[src/sample_fifo_pkg.sv]
package sample_fifo_pkg;

  localparam int          NUM_CH       = 4;
  localparam int          FIFO_DEPTH   = 4;
  localparam int          LEVEL_W      = 3;
  localparam int          SAMPLE_W     = 12;
  localparam int          STAMP_W      = 17;
  localparam int          PERIOD_W     = 24;

  localparam int          SAMPLE_LSB   = 2;
  localparam int          SAMPLE_MSB   = 13;
  localparam int          STAMP_LSB    = 14;
  localparam int          STAMP_MSB    = 30;

  // Byte offsets
  localparam logic [7:0]  CH0_DATA_OFF = 8'h74;
  localparam logic [7:0]  CH2_DATA_OFF = 8'h7c;
  localparam logic [7:0]  CH4_DATA_OFF = 8'h84;
  localparam logic [7:0]  CH6_DATA_OFF = 8'h8c;
  localparam logic [7:0]  CH0_LVL_OFF  = 8'h94;
  localparam logic [7:0]  CH2_LVL_OFF  = 8'h9c;
  localparam logic [7:0]  CH4_LVL_OFF  = 8'ha4;
  localparam logic [7:0]  CH6_LVL_OFF  = 8'hac;
  localparam logic [7:0]  STAMP_CFG_OFF = 8'h6c;
  localparam logic [7:0]  STAMP_CUR_OFF = 8'h70;

  localparam logic [31:0] ZERO_WORD    = 32'h0000_0000;
  localparam logic [23:0] PERIOD_RESET = 24'h11_1111;
  localparam int          CFG_EN_BIT   = 25;
  localparam int          CFG_CLR_BIT  = 24;

  localparam logic [1:0]  RESP_OKAY    = 2'h0;
  localparam logic [1:0]  RESP_SLVERR  = 2'h2;

  typedef enum logic [1:0] {
    RD_IDLE,
    RD_RESP
  } rd_state_t;

endpackage : sample_fifo_pkg

[src/sample_fifo.sv]
`timescale 1ns/1ns
module sample_fifo
  import sample_fifo_pkg::*;
#(
  parameter int WIDTH = 32,
  parameter int DEPTH = FIFO_DEPTH
) (
  input  wire logic               mclk,
  input  wire logic               reset_n,
  input  wire logic               push,
  input  wire logic [WIDTH-1:0]   push_data,
  output logic                    push_ready,
  input  wire logic               pop,
  output logic [WIDTH-1:0]        pop_data,
  output logic [LEVEL_W-1:0]      level
);

  localparam int PTR_W = $clog2(DEPTH);

  logic [WIDTH-1:0] mem [DEPTH];
  logic [PTR_W-1:0] wr_ptr;
  logic [PTR_W-1:0] rd_ptr;
  wire              full      = (level == LEVEL_W'(DEPTH));
  wire              empty     = (level == '0);
  wire              do_push   = push && !full;
  wire              do_pop    = pop && !empty;

  assign push_ready = !full;
  assign pop_data   = mem[rd_ptr];

  // Cleared so an empty read after reset gives the zero reset value
  always_ff @(posedge mclk or negedge reset_n) begin
    if (!reset_n) begin
      for (int i = 0; i < DEPTH; i++) begin
        mem[i] <= '0;
      end
    end else if (do_push) begin
      mem[wr_ptr] <= push_data;
    end
  end

  // Level bounded by full and empty guards
  always_ff @(posedge mclk or negedge reset_n) begin
    if (!reset_n) begin
      wr_ptr <= '0;
      rd_ptr <= '0;
      level  <= '0;
    end else begin
      if (do_push) wr_ptr <= PTR_W'(wr_ptr + 1'b1);
      if (do_pop) rd_ptr <= PTR_W'(rd_ptr + 1'b1);
      level <= LEVEL_W'(level + {2'b00, do_push} - {2'b00, do_pop});
    end
  end

endmodule : sample_fifo

[src/sample_readout.sv]
// Chosen here: the AXI4-Lite slave port.
`timescale 1ns/1ns
module sample_readout
  import sample_fifo_pkg::*;
#(
  parameter int DEPTH = FIFO_DEPTH
) (
  input  wire logic                          mclk,
  input  wire logic                          reset_n,
  // Converter side, one strobe per channel
  input  wire logic [NUM_CH-1:0]             sample_valid,
  input  wire logic [NUM_CH*SAMPLE_W-1:0]    sample_value,
  output logic [NUM_CH-1:0]                  sample_ready,
  // AXI4-Lite slave
  input  wire logic [7:0]                    s_axi_awaddr,
  input  wire logic                          s_axi_awvalid,
  output logic                               s_axi_awready,
  input  wire logic [31:0]                   s_axi_wdata,
  input  wire logic [3:0]                    s_axi_wstrb,
  input  wire logic                          s_axi_wvalid,
  output logic                               s_axi_wready,
  output logic [1:0]                         s_axi_bresp,
  output logic                               s_axi_bvalid,
  input  wire logic                          s_axi_bready,
  input  wire logic [7:0]                    s_axi_araddr,
  input  wire logic                          s_axi_arvalid,
  output logic                               s_axi_arready,
  output logic [31:0]                        s_axi_rdata,
  output logic [1:0]                         s_axi_rresp,
  output logic                               s_axi_rvalid,
  input  wire logic                          s_axi_rready
);

  // --------------------------------------------------
  // Timestamp counter
  // --------------------------------------------------
  logic [PERIOD_W-1:0] timestamp_period;
  logic                stamp_enable;
  logic                stamp_clear;
  logic [STAMP_W-1:0]  stamp_count;
  wire  [STAMP_W-1:0]  period_low = timestamp_period[STAMP_W-1:0];
  wire                 stamp_wrap = (stamp_count >= period_low);

  always_ff @(posedge mclk or negedge reset_n) begin
    if (!reset_n) begin
      stamp_count <= '0;
    end else if (stamp_clear || (stamp_enable && stamp_wrap)) begin
      stamp_count <= '0;
    end else if (stamp_enable) begin
      stamp_count <= STAMP_W'(stamp_count + 1'b1);
    end
  end

  // --------------------------------------------------
  // Channel FIFOs
  // --------------------------------------------------
  logic [NUM_CH-1:0]   pop_ch;
  logic [31:0]         fifo_word [NUM_CH];
  logic [LEVEL_W-1:0]  fifo_level [NUM_CH];

  genvar g;
  generate
    for (g = 0; g < NUM_CH; g++) begin : g_ch
      wire [31:0] packed_word = {1'b0, stamp_count,
                                 sample_value[g*SAMPLE_W +: SAMPLE_W], 2'b00};
      sample_fifo #(
        .WIDTH (32),
        .DEPTH (DEPTH)
      ) u_fifo (
        .mclk       (mclk),
        .reset_n    (reset_n),
        .push       (sample_valid[g]),
        .push_data  (packed_word),
        .push_ready (),
        .pop        (pop_ch[g]),
        .pop_data   (fifo_word[g]),
        .level      (fifo_level[g])
      );
      // Ready drops early so a strobe in flight still fits
      always_ff @(posedge mclk or negedge reset_n) begin
        if (!reset_n) begin
          sample_ready[g] <= 1'b0;
        end else begin
          sample_ready[g] <= (fifo_level[g] < LEVEL_W'(DEPTH - 1)) ||
                             ((fifo_level[g] == LEVEL_W'(DEPTH - 1)) && !sample_valid[g]);
        end
      end
    end
  endgenerate

  // --------------------------------------------------
  // Read decode
  // --------------------------------------------------
  function automatic logic [2:0] decode_ch(input logic [7:0] addr, input logic data_sel);
    logic [7:0] a;
    a = {addr[7:2], 2'b00};
    decode_ch = 3'b100;
    if (data_sel) begin
      if (a == CH0_DATA_OFF) decode_ch = 3'd0;
      if (a == CH2_DATA_OFF) decode_ch = 3'd1;
      if (a == CH4_DATA_OFF) decode_ch = 3'd2;
      if (a == CH6_DATA_OFF) decode_ch = 3'd3;
    end else begin
      if (a == CH0_LVL_OFF) decode_ch = 3'd0;
      if (a == CH2_LVL_OFF) decode_ch = 3'd1;
      if (a == CH4_LVL_OFF) decode_ch = 3'd2;
      if (a == CH6_LVL_OFF) decode_ch = 3'd3;
    end
  endfunction : decode_ch

  wire [7:0]  rd_addr   = {s_axi_araddr[7:2], 2'b00};
  wire [2:0]  data_hit  = decode_ch(s_axi_araddr, 1'b1);
  wire [2:0]  lvl_hit   = decode_ch(s_axi_araddr, 1'b0);
  wire        is_data   = !data_hit[2];
  wire        is_lvl    = !lvl_hit[2];
  wire        is_cfg    = (rd_addr == STAMP_CFG_OFF);
  wire        is_cur    = (rd_addr == STAMP_CUR_OFF);
  wire        rd_take   = s_axi_arvalid && s_axi_arready;
  wire [31:0] cfg_word  = {6'b0, stamp_enable, 1'b0, timestamp_period};

  // Popping on an empty FIFO is blocked inside the FIFO
  assign pop_ch = (rd_take && is_data) ? (NUM_CH'(1) << data_hit[1:0]) : '0;

  // Empty FIFO returns its stale entry
  wire [31:0] next_rdata =
      is_data ? fifo_word[data_hit[1:0]] :
      is_lvl  ? {29'b0, fifo_level[lvl_hit[1:0]]} :
      is_cfg  ? cfg_word :
      is_cur  ? {15'b0, stamp_count} : ZERO_WORD;
  wire        rd_ok   = is_data || is_lvl || is_cfg || is_cur;

  // --------------------------------------------------
  // AXI4-Lite read channel
  // --------------------------------------------------
  // Answer stands until rready
  always_ff @(posedge mclk or negedge reset_n) begin
    if (!reset_n) begin
      s_axi_arready <= 1'b1;
      s_axi_rvalid  <= 1'b0;
      s_axi_rdata   <= ZERO_WORD;
      s_axi_rresp   <= RESP_OKAY;
    end else if (rd_take) begin
      s_axi_arready <= 1'b0;
      s_axi_rvalid  <= 1'b1;
      s_axi_rdata   <= next_rdata;
      s_axi_rresp   <= rd_ok ? RESP_OKAY : RESP_SLVERR;
    end else if (s_axi_rvalid && s_axi_rready) begin
      s_axi_arready <= 1'b1;
      s_axi_rvalid  <= 1'b0;
    end
  end

  // --------------------------------------------------
  // AXI4-Lite write channel
  // --------------------------------------------------
  // Write fires once both halves are held or taken
  logic aw_held;
  logic w_held;
  logic [7:0] aw_addr;
  logic [31:0] w_data;
  logic [3:0]  w_strb;
  wire  aw_take  = s_axi_awvalid && s_axi_awready;
  wire  w_take   = s_axi_wvalid && s_axi_wready;
  wire  aw_have  = aw_held || aw_take;
  wire  w_have   = w_held || w_take;
  wire  [7:0]  wa = aw_take ? {s_axi_awaddr[7:2], 2'b00} : aw_addr;
  wire  [31:0] wd = w_take ? s_axi_wdata : w_data;
  wire  [3:0]  ws = w_take ? s_axi_wstrb : w_strb;
  wire  wr_fire  = aw_have && w_have && !s_axi_bvalid;
  wire  wr_cfg   = wr_fire && (wa == STAMP_CFG_OFF);

  always_ff @(posedge mclk or negedge reset_n) begin
    if (!reset_n) begin
      aw_held <= 1'b0;
      w_held  <= 1'b0;
      aw_addr <= '0;
      w_data  <= ZERO_WORD;
      w_strb  <= '0;
    end else begin
      aw_held <= aw_have && !wr_fire;
      w_held  <= w_have && !wr_fire;
      if (aw_take) aw_addr <= {s_axi_awaddr[7:2], 2'b00};
      if (w_take) w_data <= s_axi_wdata;
      if (w_take) w_strb <= s_axi_wstrb;
    end
  end

  always_ff @(posedge mclk or negedge reset_n) begin
    if (!reset_n) begin
      s_axi_awready <= 1'b1;
      s_axi_wready  <= 1'b1;
      s_axi_bvalid  <= 1'b0;
      s_axi_bresp   <= RESP_OKAY;
    end else if (wr_fire) begin
      s_axi_awready <= 1'b0;
      s_axi_wready  <= 1'b0;
      s_axi_bvalid  <= 1'b1;
      s_axi_bresp   <= (wa == STAMP_CFG_OFF) ? RESP_OKAY : RESP_SLVERR;
    end else if (s_axi_bvalid && s_axi_bready) begin
      s_axi_awready <= 1'b1;
      s_axi_wready  <= 1'b1;
      s_axi_bvalid  <= 1'b0;
    end else begin
      s_axi_awready <= !aw_have;
      s_axi_wready  <= !w_have;
    end
  end

  // Timestamp configuration, byte enables honoured
  always_ff @(posedge mclk or negedge reset_n) begin
    if (!reset_n) begin
      timestamp_period <= PERIOD_RESET;
      stamp_enable     <= 1'b0;
      stamp_clear      <= 1'b0;
    end else begin
      stamp_clear <= wr_cfg && ws[3] && wd[CFG_CLR_BIT];
      if (wr_cfg && ws[3]) stamp_enable <= wd[CFG_EN_BIT];
      if (wr_cfg && ws[0]) timestamp_period[7:0] <= wd[7:0];
      if (wr_cfg && ws[1]) timestamp_period[15:8] <= wd[15:8];
      if (wr_cfg && ws[2]) timestamp_period[23:16] <= wd[23:16];
    end
  end

endmodule : sample_readout
[config.mk]
export PLATFORM = sky130hd
export DESIGN_NAME = sample_readout
export DESIGN_NICKNAME = d
export VERILOG_FILES = /design/src/sample_fifo_pkg.sv /design/src/sample_fifo.sv /design/src/sample_readout.sv
export SDC_FILE = /design/constraint.sdc
export NUM_CORES = 1
export LEC_CHECK = 0
export ABC_AREA = 1
export BUFFER_PORTS_ARGS = -buffer_cell sky130_fd_sc_hd__buf_2
export CELL_PAD_IN_SITES_DETAIL_PLACEMENT = 1
export CELL_PAD_IN_SITES_GLOBAL_PLACEMENT = 1
export CORE_MARGIN = 10
export CORE_UTILIZATION = 45
export CTS_CLUSTER_DIAMETER = 40
export CTS_CLUSTER_SIZE = 16
export DETAILED_ROUTE_END_ITERATION = 10
export GPL_TIMING_DRIVEN = 0
export PLACE_DENSITY = 0.75
export SLEW_MARGIN = 20
export SYNTH_ARGS = -nofsm -noshare
export SYNTH_HDL_FRONTEND = slang
export SYNTH_HIERARCHICAL = 1
export SYNTH_SLANG_ARGS = --single-unit
[constraint.sdc]
create_clock -name mclk -period 2.8 [get_ports mclk]
set_clock_uncertainty 0.05 [all_clocks]
set_input_delay 0 -clock mclk [delete_from_list [all_inputs] [get_ports mclk]]
set_output_delay 0 -clock mclk [all_outputs]
set_load 0.005 [all_outputs]
==> summary.md <==
| Metric | Value |
|---|---|
| GR peak layer | `met2` |
| DRT Pass-1 Iters | `5` |
| CTS buffer count | `118` |
| First-pass GRT wire length | `218 mm` |
| P per Cell Area | `982 nW/um^2` |
| Largest net degree at the start of global routing | `91` |
| Final Core Density | `55.8%` |
| Setup violations, final | `0` |
| Final Hold Fails | `0` |
| CP cell instances | `buf_2 -> dlygate4sd3_1 -> nor3_4 -> nand2_1 -> nand2_2 -> nand2_4 -> nor3_4 -> nand3_1 -> dlygate4sd3_1 -> nand2_1 -> dlygate4sd3_1` |
| Placed cells | `5618` |
| Ys async rst share | `100%` |
| Layout cells sized above 1 | `14.6%` |
| GRT Residual Overflow | `0` |
| Root buffer cell | `clkbuf_16` |
| CP max stage delay | `0.63 ns` |
| Die height | `297 um` |
| Vias | `33960` |
| Setup TNS | `0 ns` |
| CP most frequent cell | `dlygate4sd3_1` |
| Fin crit share | `95.5%` |
| Number of antenna violations at the first check in global routing | `4` |
| CP max-delay cell | `dlygate4sd3_1` |
| Area of the multi-input gates | `15300 sq um` |
| Worst-path clk slew | `0.06 ns` |
| Tmin final | `2.67 ns` |
| Number of global-route vias before repair | `34731` |
| DRT Wirelength | `144 mm` |
| Synth Register Bits | `666` |
| YS warnings | `6` |
| Clock sinks | `666` |
| Final-stage net count | `4977` |
| R2R cell count | `8` |
| DP HPWL | `100 mm` |
| Outcome | `finished clean` |
| # rows | `101` |
| Fmax | `374 MHz` |
| Layout area overhead | `23.0%` |
| GR Layer Usage met3 | `6.23%` |
| Grt met2 use | `50.2%` |
| Core footprint | `75900 sq um` |
| CTS Buffer Depth | `3` |
| Worst skew pair latency | `0.68 ns` |
| Vias per cell | `5.70` |
| Sequential-to-total area share from yosys stat | `48.4%` |
| Worst VDD drop | `0.000571 V` |
| Worst Setup End Kind | `flop` |
| Setup CP Type | `in -> reg` |
| Top_reg_cell synth | `dfrtp_1` |
| Filler cells | `9165` |
| Mapped Area | `34500 sq um` |
| DR iter-0 viols | `2877` |
| Register area | `16700 sq um` |
| Detail Route Antenna Nets | `0` |
| CP arrival | `3.23 ns` |
| Die width | `297 um` |
| CP startpoint kind | `input port` |
| Worst Hold Class | `in -> reg` |
| Post-CTS setup buffers | `0` |
| Initial core utilization | `45.4%` |
| Post-Syn Instances | `4388` |
| Hold Path Stages | `6` |
| Critical Path RT | `3.35 ns` |
| CTS tree | `done` |
| Global Route Usage Sum | `31.8%` |
| RSZ-0062 raised after global routing | `false` |
| Grt met1 use | `42.9%` |
| Port Buffer Count | `143` |
| Wirelength per Cell | `24.1 um` |
| Synth cell types | `42` |
| GP Congestion | `1.00` |
| Top Ports | `156` |
| Hold slack final | `0.0476 ns` |
| Slew margin rel. | `40.0%` |
| H-Tree Level Count | `3` |
| Worst-Margin Slew | `0.899 ns` |
| Fin cells | `5955` |
| Number of synthesized flops with an enable pin | `0` |
| Synth Area per Inst | `7.85 sq um` |
| Die area | `88000 sq um` |
| DRC | `0` |
| Max cap viols | `0` |
| P_leak | `21.7 nW` |
| Final slew viol count | `0` |
| CP Max Fanout | `6` |
-- state kept, by name, summed over array words and instances (netlist names), 4 cells and up --
name	cells
w_data	26
g_ch.u_fifo/mem	512
w_strb	4
g_ch.u_fifo/wr_ptr	8
g_ch.u_fifo/level	12
timestamp_period	24
stamp_count	17
aw_addr	8
sample_ready	4
s_axi_rdata	32
g_ch.u_fifo/rd_ptr	8
-- cell usage in the layout (no fill, tap or decap), types with 9 or more instances in the layout --
master / n
nand2_1: 1497
dfrtp_1: 640
nand4_1: 527
nor2_1: 434
buf_2: 303
o21ai_1: 240
inv_1: 186
o21ai_0: 168
clkbuf_16: 122
dlygate4sd3_1: 111
clkbuf_1: 98
conb_1: 50
nand3_1: 45
buf_6: 44
o211ai_1: 42
ha_1: 42
buf_1: 34
and2_1: 25
o21ai_2: 24
buf_4: 21
bufinv_16: 21
nand3_2: 17
clkinv_2: 17
clkinvlp_4: 17
dfrtp_2: 15
inv_2: 14
mux2i_1: 14
clkbuf_8: 14
nand2_4: 13
nand2_2: 13
a21oi_1: 13
o22ai_1: 12
clkinv_4: 12
inv_6: 10
dfstp_2: 9
-- what timing repair did --
item                                   CTS  global route
resized for setup                        5             3
endpoints found under the hold margin  617             0
hold buffers                           112             0
setup endpoints to repair               12            15
gates cloned                             0             0
-- kinds of logic (layout without fill, tap and decap cells) --
family	Yosys count	after routing	synth area share [%]
and+or+nand+nor	2595	2595	33.4
DFF	666	666	48.4
buffers and inverters	553	1040	7.80
AOI/OAI and AO/OA	503	503	7.95
adders and majority gates	46	46	1.76
muxes	14	14	0.407
xor gates and xnor gates	10	10	0.254
other	1	51	0.0109
-- report_power, final --
group / internal, mW / switching, mW / total (mW) / leakage [nW]
Clock: 10.3 / 5.38 / 15.7 / 2.09
Sequential: 11.8 / 1.37 / 13.2 / 8.77
Combinational: 3.59 / 9.19 / 12.8 / 10.8
Total: 25.7 / 15.9 / 41.6 / 21.7
-- synth_stat cells (17+ instances only) --
library cell / n / area, sq um
buf_1: 34 / 128
inv_1: 186 / 698
dfrtp_1: 657 / 16400
and2_1: 25 / 156
o21ai_0: 168 / 841
o21ai_2: 24 / 210
nand3_2: 17 / 170
buf_2: 161 / 806
o211ai_1: 42 / 315
ha_1: 42 / 526
nand2_1: 1497 / 5620
buf_4: 21 / 158
o21ai_1: 240 / 1200
nand4_1: 527 / 3300
clkbuf_1: 90 / 338
nor2_1: 435 / 1630
nand3_1: 45 / 225
buf_6: 44 / 495
-- worst paths after layout --
kind	slack (ns)	to	startpoint
min in group asynchronous	0.42	g_ch[3].u_fifo/mem[47]	reset_n
max	0.13	g_ch[2].u_fifo/rd_ptr[1]	s_axi_araddr[7]
max in group asynchronous	1.02	timestamp_period[0]	reset_n
max reg2reg	0.14	g_ch[2].u_fifo/rd_ptr[1]	s_axi_arready
min	0.05	s_axi_rdata[17]	s_axi_araddr[7]
min reg2reg	0.41	g_ch[2].u_fifo/mem[95]	g_ch[2].u_fifo/mem[95]
-- critical path, delay by kind of cell --
| family | cells | cell delay [ns] |
|---|---|---|
| buffers and inverters | 4 | 1.91 |
| AND/OR/NAND/NOR | 7 | 1.31 |
-- through the flow --
| step | power, mW | cell area [sq um] | setup slack, ns |
|---|---|---|---|
| after global routing | 43.6 | 42400 | 0.0114 |
| after floorplan | 20.5 | 34600 | 0.625 |
| after global placement | 25.1 | 36600 | -13.33 |
| final | 41.6 | 42400 | 0.126 |
| after CTS | 41.5 | 42400 | 0.124 |
| after detailed placement | 25.5 | 36900 | -0.547 |
-- metal layers --
layer	vias up	part of all wire, %
met2	1221	46
li1	15415	-
met5	-	0.019
met3	270	7.2
met4	4	3.9
met1	17050	43
-- layout make-up --
type                            instances  share of cell area, %
Inverter                              203                   1.80
Antenna cell                            1                0.00590
Clock inverter                         79                   2.51
Multi-Input combinational cell       3218                   36.1
Sequential cell                       666                   39.4
Buffer                                350                   4.54
Clock buffer                          145                   7.74
Tap cell                             1030                   3.04
Timing Repair Buffer                  263                   4.90
No activity file was read; power rests on OpenSTA's default activity.
